===== src/verilog/boot_prot_defines.svh =====
// Purpose: Offsets, field positions, reset values and timing counts of the boot flash protection block.
// Assumes: APB word addressing, 25 MHz pclk.
// Notes:   Definitions only; included by bare name.
`ifndef BOOT_PROT_DEFINES_SVH
`define BOOT_PROT_DEFINES_SVH

// ==========================================================================
// Register map
// ==========================================================================
`define OFS_STORE_PROGRAM_CONTROL 8'h00
`define OFS_LOCK_STATUS           8'h04

// ==========================================================================
// Control register fields
// ==========================================================================
`define BIT_READY_IRQ_ENABLE  7
`define BIT_RWW_BUSY          6
`define BIT_RESERVED          5
`define CMD_HI                4
`define CMD_REENABLE          5'h11
`define CMD_LOCK_SET          5'h09
`define CMD_PAGE_WRITE        5'h05
`define CMD_PAGE_ERASE        5'h03
`define CMD_BUFFER_LOAD       5'h01

// ==========================================================================
// Lock fields and fuse, 1 means unprogrammed
// ==========================================================================
`define LOCK_UNPROGRAMMED     2'h3
`define LOCKS_UNPROGRAMMED    4'hf
`define FUSE_UNPROGRAMMED     1'b1
`define APP_RESET_ADDR        13'h0000
`define ADDR_W                13

// ==========================================================================
// Timing
// ==========================================================================
`define CLK_PERIOD_NS         40
`define ARM_WINDOW_NS         160
`define ARM_CYCLES            (`ARM_WINDOW_NS / `CLK_PERIOD_NS)

`endif


===== src/verilog/boot_prot_pkg.sv =====
// Purpose: Types shared by the boot flash protection block.
// Assumes: Nothing beyond SystemVerilog.
// Notes:   Numbers live in the defines header.
package boot_prot_pkg;

   // ==========================================================================
   // Sequencer states and decoded commands
   // ==========================================================================
   typedef enum logic [1:0] {ST_IDLE, ST_ARMED, ST_BUSY} state_type;
   typedef enum logic [2:0] {CMD_NONE, CMD_LOAD, CMD_ERASE, CMD_WRITE, CMD_LOCK, CMD_REEN} cmd_type;

endpackage : boot_prot_pkg


===== src/verilog/arm_window.sv =====
// Purpose: Counts the arming window of the store-enable bit.
// Assumes: Start and consume come from the same clock domain.
// Notes:   Expired pulses on the last armed cycle when nothing consumed the window.
`timescale 1ns/1ps
`include "boot_prot_defines.svh"

module arm_window (
   input  wire logic pclk,
   input  wire logic presetn,
   input  wire logic start,
   input  wire logic consume,
   output logic      expired
);

   // ==========================================================================
   // Down counter
   // ==========================================================================
   logic [2:0] count_r;   // Cycles of the window still open.
   logic [2:0] count_nxt; // Next count.

   // A new start reloads; a consume closes the window at once.
   assign count_nxt = start ? 3'(`ARM_CYCLES) :
                      (consume || count_r == 3'h0) ? 3'h0 : count_r - 3'h1;
   assign expired   = (count_r == 3'h1) && !consume && !start;

   // The counter holds the window open for exactly the armed cycles.
   always_ff @(posedge pclk or negedge presetn)
   begin
      if (!presetn)
         count_r <= 3'h0;
      else
         count_r <= count_nxt;
   end

endmodule : arm_window


===== src/verilog/lock_fuse_store.sv =====
// Purpose: Holds the boot lock fields and the reset-vector fuse.
// Assumes: Reset models the erased state of a fresh part.
// Notes:   The CPU may only program lock bits; only chip erase unprograms them.
`timescale 1ns/1ps
`include "boot_prot_defines.svh"

module lock_fuse_store (
   input  wire logic       pclk,
   input  wire logic       presetn,
   input  wire logic       cpu_lock_set,
   input  wire logic [3:0] cpu_lock_data,
   input  wire logic       prog_lock_write,
   input  wire logic [3:0] prog_lock_data,
   input  wire logic       prog_fuse_write,
   input  wire logic       prog_fuse_data,
   input  wire logic       prog_chip_erase,
   output logic [3:0]      locks,
   output logic            reset_vector_select_fuse
);

   // ==========================================================================
   // Storage
   // ==========================================================================
   logic [3:0] locks_r;  // {boot_lock_hi, boot_lock_lo, app_lock_hi, app_lock_lo}.
   logic [3:0] locks_nxt;
   logic       fuse_r;   // Reset-vector select fuse.
   logic       fuse_nxt;

   // Programming only drives bits toward zero, so a set can never unlock.
   assign locks_nxt = prog_chip_erase ? `LOCKS_UNPROGRAMMED :
                      prog_lock_write ? (locks_r & prog_lock_data) :
                      cpu_lock_set    ? (locks_r & cpu_lock_data) : locks_r;
   // The fuse has no CPU path at all.
   assign fuse_nxt  = prog_fuse_write ? prog_fuse_data : fuse_r;

   // Storage update.
   always_ff @(posedge pclk or negedge presetn)
   begin
      if (!presetn)
      begin
         locks_r <= `LOCKS_UNPROGRAMMED;
         fuse_r  <= `FUSE_UNPROGRAMMED;
      end
      else
      begin
         locks_r <= locks_nxt;
         fuse_r  <= fuse_nxt;
      end
   end

   assign locks                    = locks_r;
   assign reset_vector_select_fuse = fuse_r;

endmodule : lock_fuse_store


===== src/verilog/boot_flash_protection_ctrl.sv =====
// Purpose: Self-programming access control for on-chip program flash.
// Assumes: CPU strobes arrive on pclk; flash_done pulses at the end of erase or write.
// Notes:   APB slave with zero wait states; control word at 0x00, lock view at 0x04.
`timescale 1ns/1ps
`include "boot_prot_defines.svh"

module boot_flash_protection_ctrl (
   input  wire logic               pclk,
   input  wire logic               presetn,
   input  wire logic               psel,
   input  wire logic               penable,
   input  wire logic               pwrite,
   input  wire logic [7:0]         paddr,
   input  wire logic [31:0]        pwdata,
   output logic [31:0]             prdata,
   output logic                    pready,
   output logic                    pslverr,
   input  wire logic               store_strobe,
   input  wire logic               store_target_boot,
   input  wire logic               store_target_rww,
   input  wire logic               exec_from_boot,
   input  wire logic [3:0]         lock_set_data,
   input  wire logic               load_target_boot,
   input  wire logic               load_target_rww,
   output logic                    load_allowed,
   input  wire logic               vectors_in_boot,
   input  wire logic               global_irq_flag,
   output logic                    irq_block,
   output logic                    ready_irq,
   output logic                    flash_start,
   output logic                    flash_erase,
   input  wire logic               flash_done,
   output logic                    buffer_load,
   output logic                    buffer_discard,
   output logic                    cpu_halt,
   input  wire logic [`ADDR_W-1:0] boot_reset_addr,
   output logic [`ADDR_W-1:0]      reset_vector,
   input  wire logic               prog_lock_write,
   input  wire logic [3:0]         prog_lock_data,
   input  wire logic               prog_fuse_write,
   input  wire logic               prog_fuse_data,
   input  wire logic               prog_chip_erase
);

   // ==========================================================================
   // Helper functions
   // ==========================================================================

   // Maps the low five control bits to a command; anything else is no command.
   function automatic boot_prot_pkg::cmd_type decode_cmd(input logic [4:0] bits);
      boot_prot_pkg::cmd_type c;
      c = boot_prot_pkg::CMD_NONE;
      unique case (bits)
         `CMD_REENABLE:    c = boot_prot_pkg::CMD_REEN;
         `CMD_LOCK_SET:    c = boot_prot_pkg::CMD_LOCK;
         `CMD_PAGE_WRITE:  c = boot_prot_pkg::CMD_WRITE;
         `CMD_PAGE_ERASE:  c = boot_prot_pkg::CMD_ERASE;
         `CMD_BUFFER_LOAD: c = boot_prot_pkg::CMD_LOAD;
         default:          c = boot_prot_pkg::CMD_NONE;
      endcase
      return c;
   endfunction : decode_cmd

   // A lock field blocks stores when its low bit is programmed (10 or 00).
   function automatic logic blocks_store(input logic [1:0] lock);
      return !lock[0];
   endfunction : blocks_store

   // A lock field blocks cross-section loads when its high bit is programmed (00 or 01).
   function automatic logic blocks_load(input logic [1:0] lock);
      return !lock[1];
   endfunction : blocks_load

   // ==========================================================================
   // State
   // ==========================================================================
   boot_prot_pkg::state_type state_r;         // Store sequencer state.
   boot_prot_pkg::state_type state_nxt;       // Next state.
   boot_prot_pkg::cmd_type   cmd_r;           // Command armed by the last control write.
   boot_prot_pkg::cmd_type   cmd_nxt;         // Next armed command.
   logic                     irq_en_r;        // Ready interrupt enable.
   logic                     rww_busy_r;      // Read-while-write section busy.
   logic                     rww_busy_nxt;    // Next busy value.
   logic                     halt_r;          // CPU halted for a no-read-while-write op.
   logic                     halt_nxt;        // Next halt value.
   logic                     flash_start_r;   // Start pulse to the flash macro.
   logic                     flash_erase_r;   // Kind of the operation: erase when high.
   logic                     buffer_load_r;   // Word load pulse to the page buffer.
   logic                     discard_r;       // Page buffer discard pulse.
   logic [31:0]              prdata_r;        // Registered read data.
   logic                     pslverr_r;       // Registered error answer.
   logic [`ADDR_W-1:0]       reset_vector_r;  // Reset vector caught after reset release.
   logic [3:0]               locks;           // Lock fields from the store.
   logic                     fuse;            // Reset-vector select fuse.
   logic                     expired;         // Arming window ran out.

   // ==========================================================================
   // Bus decode
   // ==========================================================================
   wire                      setup_phase = psel && !penable;
   wire                      ctl_hit     = (paddr == `OFS_STORE_PROGRAM_CONTROL);
   wire                      lock_hit    = (paddr == `OFS_LOCK_STATUS);
   wire                      bus_write   = psel && penable && pwrite;
   wire                      ctl_write   = bus_write && ctl_hit;
   wire [1:0]                app_lock    = locks[1:0];
   wire [1:0]                boot_lock   = locks[3:2];
   wire                      op_enable   = (state_r != boot_prot_pkg::ST_IDLE);
   wire boot_prot_pkg::cmd_type wr_cmd   = decode_cmd(pwdata[`CMD_HI:0]);

   // A store is only meaningful from the boot section while a command is armed.
   wire                      store_take  = store_strobe && exec_from_boot &&
                                           (state_r == boot_prot_pkg::ST_ARMED);
   // General lock levels are deliberately not consulted here.
   wire                      store_lock  = store_target_boot ? blocks_store(boot_lock)
                                                             : blocks_store(app_lock);
   wire                      is_prog     = (cmd_r == boot_prot_pkg::CMD_ERASE) ||
                                           (cmd_r == boot_prot_pkg::CMD_WRITE);
   // Blocked programming simply drops back to idle, leaving flash and flags alone.
   wire                      prog_go     = store_take && is_prog && !store_lock;

   // Arming happens only from idle, so a re-enable during an operation is lost.
   wire                      arm         = ctl_write && !op_enable &&
                                           (wr_cmd != boot_prot_pkg::CMD_NONE);

   // ==========================================================================
   // Sub-blocks
   // ==========================================================================
   arm_window u_arm_window (
      .pclk    (pclk),
      .presetn (presetn),
      .start   (arm),
      .consume (store_take),
      .expired (expired)
   );

   // Lock set by a store ANDs in the data; only chip erase restores ones.
   lock_fuse_store u_lock_fuse_store (
      .pclk                     (pclk),
      .presetn                  (presetn),
      .cpu_lock_set             (store_take && cmd_r == boot_prot_pkg::CMD_LOCK),
      .cpu_lock_data            (lock_set_data),
      .prog_lock_write          (prog_lock_write),
      .prog_lock_data           (prog_lock_data),
      .prog_fuse_write          (prog_fuse_write),
      .prog_fuse_data           (prog_fuse_data),
      .prog_chip_erase          (prog_chip_erase),
      .locks                    (locks),
      .reset_vector_select_fuse (fuse)
   );

   // ==========================================================================
   // Sequencer
   // ==========================================================================

   // Idle until armed; armed for the window; busy from start until flash_done.
   always_comb
   begin
      state_nxt = state_r;
      unique case (state_r)
         boot_prot_pkg::ST_IDLE:
            if (arm)
               state_nxt = boot_prot_pkg::ST_ARMED;
         boot_prot_pkg::ST_ARMED:
            if (prog_go)
               state_nxt = boot_prot_pkg::ST_BUSY;
            else if (store_take || expired)
               state_nxt = boot_prot_pkg::ST_IDLE;
         boot_prot_pkg::ST_BUSY:
            if (flash_done)
               state_nxt = boot_prot_pkg::ST_IDLE;
      endcase
   end

   assign cmd_nxt = arm ? wr_cmd : cmd_r;

   // Busy rises with an accepted op on the rww section and falls on re-enable or a load.
   assign rww_busy_nxt = (prog_go && store_target_rww) ? 1'b1 :
                         (store_take && (cmd_r == boot_prot_pkg::CMD_REEN ||
                                         cmd_r == boot_prot_pkg::CMD_LOAD)) ? 1'b0 : rww_busy_r;

   // Programming the no-read-while-write section stalls the core for the whole operation.
   assign halt_nxt = (prog_go && !store_target_rww) ? 1'b1 :
                     (state_r == boot_prot_pkg::ST_BUSY && flash_done) ? 1'b0 : halt_r;

   // Sequencer registers.
   always_ff @(posedge pclk or negedge presetn)
   begin
      if (!presetn)
      begin
         state_r    <= boot_prot_pkg::ST_IDLE;
         cmd_r      <= boot_prot_pkg::CMD_NONE;
         rww_busy_r <= 1'b0;
         halt_r     <= 1'b0;
      end
      else
      begin
         state_r    <= state_nxt;
         cmd_r      <= cmd_nxt;
         rww_busy_r <= rww_busy_nxt;
         halt_r     <= halt_nxt;
      end
   end

   // Strobes toward the flash and the page buffer.
   always_ff @(posedge pclk or negedge presetn)
   begin
      if (!presetn)
      begin
         flash_start_r <= 1'b0;
         flash_erase_r <= 1'b0;
         buffer_load_r <= 1'b0;
         discard_r     <= 1'b0;
      end
      else
      begin
         flash_start_r <= prog_go;
         if (prog_go)
            flash_erase_r <= (cmd_r == boot_prot_pkg::CMD_ERASE);
         buffer_load_r <= store_take && (cmd_r == boot_prot_pkg::CMD_LOAD);
         // Writing the re-enable bit throws away a partly loaded page at once.
         discard_r     <= ctl_write && pwdata[`CMD_HI];
      end
   end

   // ==========================================================================
   // Register file
   // ==========================================================================

   // The enable bit may change even while an operation runs.
   always_ff @(posedge pclk or negedge presetn)
   begin
      if (!presetn)
         irq_en_r <= 1'b0;
      else if (ctl_write)
         irq_en_r <= pwdata[`BIT_READY_IRQ_ENABLE];
   end

   // Read data is built in the setup phase so it is stable for the access phase.
   // Bit 5 of the control word is never driven, so it always reads zero.
   wire [31:0] ctl_view  = {24'h00_0000, irq_en_r, rww_busy_r, 1'b0, 4'h0, op_enable};
   wire [31:0] lock_view = {26'h000_0000, halt_r, fuse, locks};
   wire        hit       = ctl_hit || lock_hit;

   // Bus answer registers; unmapped addresses answer with an error and zero data.
   always_ff @(posedge pclk or negedge presetn)
   begin
      if (!presetn)
      begin
         prdata_r  <= 32'h0000_0000;
         pslverr_r <= 1'b0;
      end
      else if (setup_phase)
      begin
         prdata_r  <= (pwrite || !hit) ? 32'h0000_0000 : (ctl_hit ? ctl_view : lock_view);
         pslverr_r <= !hit;
      end
   end

   // Reset vector follows the fuse; it is caught after release, not under reset.
   always_ff @(posedge pclk or negedge presetn)
   begin
      if (!presetn)
         reset_vector_r <= `APP_RESET_ADDR;
      else
         reset_vector_r <= fuse ? `APP_RESET_ADDR : boot_reset_addr;
   end

   // ==========================================================================
   // Outputs
   // ==========================================================================
   assign prdata         = prdata_r;
   assign pready         = 1'b1;
   assign pslverr        = pslverr_r && psel && penable;
   assign flash_start    = flash_start_r;
   assign flash_erase    = flash_erase_r;
   assign buffer_load    = buffer_load_r;
   assign buffer_discard = discard_r;
   assign cpu_halt       = halt_r;
   assign reset_vector   = reset_vector_r;
   // Ready interrupt holds while the enable bit and the global interrupt flag are set and the store-enable bit is clear.
   assign ready_irq      = irq_en_r && global_irq_flag && !op_enable;
   // Cross-section loads per the high lock bits, and nothing from a busy rww section.
   assign load_allowed   = !(load_target_rww && rww_busy_r) &&
                           !(!load_target_boot && exec_from_boot && blocks_load(app_lock)) &&
                           !(load_target_boot && !exec_from_boot && blocks_load(boot_lock));
   // Vectors living in the other section would cross a load lock, so mask them.
   assign irq_block      = (blocks_load(app_lock) && vectors_in_boot && !exec_from_boot) ||
                           (blocks_load(boot_lock) && !vectors_in_boot && exec_from_boot);
endmodule : boot_flash_protection_ctrl


===== config.mk =====
export PLATFORM = sky130hd
export DESIGN_NAME = boot_flash_protection_ctrl
export DESIGN_NICKNAME = d
export VERILOG_FILES = /design/src/verilog/boot_prot_pkg.sv /design/src/verilog/arm_window.sv /design/src/verilog/lock_fuse_store.sv /design/src/verilog/boot_flash_protection_ctrl.sv
export VERILOG_INCLUDE_DIRS = /design/src /design/src/verilog
export SDC_FILE = /design/constraint.sdc
export NUM_CORES = 1
export LEC_CHECK = 0
export ABC_AREA = 1
export BUFFER_PORTS_ARGS = -buffer_cell sky130_fd_sc_hd__buf_2
export CORE_AREA = 2 2 82 84
export DETAILED_ROUTE_END_ITERATION = 6
export DIE_AREA = 0 0 84 86
export GPL_TIMING_DRIVEN = 1
export PLACE_DENSITY = 0.62
export SYNTH_ARGS = -nofsm -noshare
export SYNTH_HDL_FRONTEND = slang
export SYNTH_SLANG_ARGS = --single-unit

===== constraint.sdc =====
create_clock -name pclk -period 3.7 [get_ports pclk]
set_clock_uncertainty 0.1 [all_clocks]
set_input_delay 0.555 -clock pclk [delete_from_list [all_inputs] [get_ports pclk]]
set_output_delay 0.555 -clock pclk [all_outputs]
set_load 0.01 [all_outputs]

### Word level (Yosys, flattened, before mapping)

Cells that the tools add are included.

| cells by class | value |
|---|---|
| add/subtract/negate cells | 1 |
| equality and inequality tests | 17 |
| mux-type cells | 19 |
| bitwise gates (word level) | 2 |
| reductions and logical operators | 67 |

Operator list:

| kind | count |
|---|---|
| logical AND 1 bit | 34 |
| zero test 1 bit | 17 |
| 2-to-1 mux 8 bit | 2 |
| case mux 3 bit (5 select lines) | 1 |
| 2-to-1 mux 13 bit | 1 |
| 2-to-1 mux 4 bit | 3 |
| bitwise AND 4 bit | 2 |
| equality test 8 x 3 -> 1 bit, second input constant | 1 |
| zero test 8 bit | 1 |
| 2-to-1 mux 2 bit | 4 |
| logical OR 1 bit | 7 |
| equality test 3 x 1 -> 1 bit, second input constant | 2 |
| equality test 3 x 2 -> 1 bit, second input constant | 2 |
| equality test 3 bit, second input constant | 2 |
| 2-to-1 mux 3 bit | 2 |
| case mux 2 bit (3 select lines) | 1 |
| nonzero test 2 bit | 3 |
| nonzero test 3 bit | 2 |
| equality test 5 x 1 -> 1 bit, second input constant | 1 |
| equality test 5 x 2 -> 1 bit, second input constant | 1 |
| equality test 5 x 3 -> 1 bit, second input constant | 1 |
| equality test 5 x 4 -> 1 bit, second input constant | 1 |
| equality test 5 bit, second input constant | 1 |
| 2-to-1 mux 1 bit | 5 |
| other kinds (8) | 9 |

| word-level totals | value |
|---|---|
| register bits | 66 |
| input port bits | 79 |
| output and inout bits | 55 |
| word-level logic and storage cells | 121 |

### Longest topological paths before layout

| logic depth | value |
|---|---|
| depth in word-level cells | 11 |
| gate-level depth with buffers | 11 |
| gate-level depth less buffers | 11 |

### Cells and area by module

Synthesis repeated with hierarchy kept, for this count alone.

| unflattened totals | value |
|---|---|
| cells, all modules | 272 |
| area total of the unflattened synthesis | 2,222.1 sq um |

Modules (own cells, without submodules):

| module | times used | cells an instance | area an instance (sq um) | sequential area each (sq um) |
|---|---|---|---|---|
| boot_flash_protection_ctrl | 1 | 210 | 1,764.2 | 850.8 |
| lock_fuse_store | 1 | 38 | 269.0 | 131.4 |
| arm_window | 1 | 24 | 188.9 | 75.1 |

### Worst setup path after synthesis

No wires, ideal clock.

| path | value |
|---|---|
| path kind | input to output |
| start point | input port exec_from_boot |
| end point | output port load_allowed |
| arrival time | 1.009 ns |
| required time | 3.045 ns |
| path slack | 2.036 ns |
| stages on the path | 3 |
| buffers on the path | 0 |
| cells stage by stage | inv_1 -> nor3_1 -> a221oi_1 |

| between the ends | value |
|---|---|
| cells in the longest elaborated chain, start to end | 5 |
| elaborated cells on any way between the ends | 9 |
| classes of those cells | reduce/logical (9) |

Ends and longest elaborated chain:

| element | RTL line | RTL |
|---|---|---|
| from (decl) | boot_flash_protection_ctrl.sv:21 | `input wire logic exec_from_boot,` |
| logical AND 1 bit / zero test 1 bit (equally long branches) | boot_flash_protection_ctrl.sv:284, boot_flash_protection_ctrl.sv:285 |  |
| logical AND 1 bit, on equally long branches | boot_flash_protection_ctrl.sv:284, boot_flash_protection_ctrl.sv:285 |  |
| zero test 1 bit / logical AND 1 bit (equally long branches) | boot_flash_protection_ctrl.sv:284, boot_flash_protection_ctrl.sv:285 |  |
| logical AND 1 bit / zero test 1 bit (equally long branches) | boot_flash_protection_ctrl.sv:283, boot_flash_protection_ctrl.sv:285 |  |
| logical AND 1 bit (*) | boot_flash_protection_ctrl.sv:284 | `!(!load_target_boot && exec_from_boot && blocks_load(app_lock)) &&` |
| to (decl) | boot_flash_protection_ctrl.sv:25 | `output logic load_allowed,` |

Every way passes the cells marked *; elsewhere a longest branch is shown, timed or not.

### Worst setup path after layout

| path | value |
|---|---|
| start point | register state_r[0] |
| end point | output port ready_irq |

| between the ends | value |
|---|---|
| cells in the longest elaborated chain, start to end | 3 |

Ends and longest elaborated chain:

| element | RTL line | RTL |
|---|---|---|
| from (decl) | boot_flash_protection_ctrl.sv:77 | `boot_prot_pkg::state_type state_r;` |
| from (signal assigned) | boot_flash_protection_ctrl.sv:190 | `state_r <= boot_prot_pkg::ST_IDLE;` |
| from (signal assigned) | boot_flash_protection_ctrl.sv:197 | `state_r <= state_nxt;` |
| nonzero test 2 bit | boot_flash_protection_ctrl.sv:107 | `wire op_enable = (state_r != boot_prot_pkg::ST_IDLE);` |
| zero test 1 bit | boot_flash_protection_ctrl.sv:281 | `assign ready_irq = irq_en_r && global_irq_flag && !op_enable;` |
| logical AND 1 bit | boot_flash_protection_ctrl.sv:281 |  |
| to (decl) | boot_flash_protection_ctrl.sv:29 | `output logic ready_irq,` |

Every way passes these cells.

==> metrics.txt <==
outcome complete, no violations; crit end category primary output; TritonCTS buffer count 5; RSZ-0062 raised after global routing false; Seq/Total Area, Yosys 0.493; vias in the first global route 1736; Yosys cell types 28; Int Power around 0.00074 W; XOR/XNOR Fraction of Synth Area 0.00408; share of cells above drive strength 1 0.297; mux cell area share after synthesis 0; switch share 0.302; CTS Root Cell clkbuf_8; main combinational cell family by area after synthesis simple AND/OR/NAND/NOR gates; Yosys top cell by area dfrtp_1; Rows 29; DRT Wirelength 4440 um; Area contributors post-synth dfrtp_1 43%, buf_4 8.7%, inv_1 8.6%, nand2_1 6.8%, dfstp_2 6.1%; YS warnings 0; hold buffers post-CTS 0; Worst Path Arrival 1.36 ns; adder-cell share of the synthesized area 0.0350; Slew @ Worst Pin 0.922 ns; io pins 134; Final setup violation count 0; fmax between 400 and 500 MHz; P per Cell Area 404 nW/um^2; Post-Place Cell Area about 2500 um^2; WL/cell 10.6 um; IO buf count 82; final antenna-violating net count 0; CTS H-Tree Depth 2; final hold violation count 0; clock sink total 42; post-CTS sizing 0; Switch Pwr 0.000321 W; synthesized flop and latch total 42; Syn Inst Count 256; sequential share of power 0.495; worst vdd ir 0.137 mV; worst hold path class in2async; TritonCTS clock tree built; power share of the combinational group 0.242; vias per cell 4.21; core box area 6280 um^2; Startpoint Class flip-flop; vias after detailed routing between 1500 and 2000; largest net degree at the start of global routing 43; DP Wirelength 3550 um; clock network power share 0.263; most frequent cells in the layout 82 x buf_2, 49 x inv_1, 39 x nand2_1; Static Leakage 1.53 nW; global-route wire length before repair 7550 um; Nets between 400 and 500; 1st-iter DRT viols 56; Setup WS pre-CTS 1.79 ns; Worst EP required 3.04 ns; Max Cap Violations 0; Post-Syn Area between 2000 and 2500 um^2; clock buffer depth 2; worst hold slack ~0.3 ns; Crit Path Max Fanout 4; clk slew on worst S/H paths 0.08 ns; Compound-Gate Fraction of Synth Area 0.0933; Finished Cell Area approximately 2600 um^2; Max Slew Vio Count 0; TritonRoute pass-1 iters 4; gpl congestion 0.829; Die Wd 84 um; post-route setup slack 1.68 ns; Post-Syn Area per Cell roughly 8.4 um^2; Area growth syn-to-layout 22.4%; die height 86 um; fraction of the cycle the final worst path needs 0.545; initial antenna violation count 0; most common cell after layout, fill and taps aside buf_2; GRT overflow 0; Antenna diodes 0; TNS Setup 0 ns; die area between 7000 and 8000 um^2; Starting Density 0.342; fillers approximately 650; Clk Latency, worst-skew pair 0.28 ns; Rel. slew slack 0.386; drc violations 0; Worst Path Class, Setup reg2out; post-synth top area share 0.431; fin crit period ~2.0 ns; Synth Area in Simple Gates 0.195; setup bufs post-CTS 0; gr usage total 0.127
## area by class of cell
cell class	instances	area [um^2]	area share
clock buffers	8	80.1	0.0305
inverters	50	188	0.0714
multi-input cells	161	796	0.303
flip-flops and latches	42	1060	0.402
well taps	77	96.3	0.0367
repair buffers	82	410	0.156
## stage by stage
| stage | instances | total power (W) | utilization |
|---|---|---|---|
| finish | 420 | 0.00106 | 0.419 |
| global route | 420 | 0.00114 | 0.419 |
| CTS | 420 | 0.00107 | 0.419 |
| detailed placement | 412 | 0.000792 | 0.406 |
| global placement | 412 | 0.000784 | 0.406 |
| floorplan | 279 | 0.000723 | - |
## kinds of logic (layout without fill, tap and decap cells)
| group | Yosys count | in the layout |
|---|---|---|
| compound gates | 32 | 32 |
| xor+xnor | 1 | 1 |
| fa+ha+maj | 6 | 6 |
| buf+inv | 76 | 140 |
| flops | 42 | 42 |
| other cells | 2 | 25 |
| simple gates | 97 | 97 |
## path summary, 6_finish.rpt
path,from,to,slack (ns),cells after the start
max,state_r[0],ready_irq,1.68,5
min,presetn,reset_vector[9],0.31,1
max reg2reg,state_r[1],u_lock_fuse_store.locks[3],1.82,7
min reg2reg,u_arm_window.count_r[0],u_arm_window.count_r[0],0.37,1
max in group asynchronous,presetn,prdata[5],2.62,1
min in group pclk,prog_fuse_write,u_lock_fuse_store.reset_vector_select_fuse,0.34,2
## cell usage after synthesis
library cell	number
inv_1	49
nand2_1	39
dfrtp_1	37
nor2_1	35
buf_4	25
o21ai_0	16
nand3_1	7
ha_1	6
dfstp_2	5
o211ai_1	5
a21oi_1	4
nor2_2	4
nor3_1	4
nand2_2	3
conb_1	2
nor4_1	2
o31ai_1	2
a211oi_1	1
a21oi_4	1
a221oi_1	1
a31oi_1	1
clkbuf_1	1
clkinv_1	1
nand2_4	1
nand4_1	1
nor2_4	1
o221ai_1	1
xnor2_1	1
## power by group through the flow
stage	registers, W	logic [W]	clock network, W
4_1_cts	0.000525	0.000261	0.000289
5_1_grt	0.000531	0.000305	0.000305
3_5_place_dp	0.000534	0.000258	0
2_1_floorplan	0.000532	0.000191	0
3_3_place_gp	0.000532	0.000252	0
6_report	0.000525	0.000257	0.000279
## worst max-delay path, cell delays in order, from the launching register on
cell	delay, ns
dfrtp_1	0.41
inv_1	0.09
ha_1	0.29
nand2_1	0.08
nor2_1	0.08
buf_2	0.13
## layer usage
layer,GRT usage,part of all wire
met1,0.153,0.41
met2,0.231,0.51
met3,0.0279,0.072
met4,0.0352,0.0081
met5,0,0
## registers in the layout, indices dropped and copies added (netlist names), 2 cells and up
register / count
u_arm_window.count_r: 3
cmd_r: 3
prdata: 8
state_r: 2
reset_vector: 13
u_lock_fuse_store.locks: 4
Note: power is estimated with default switching activity, not from simulation.
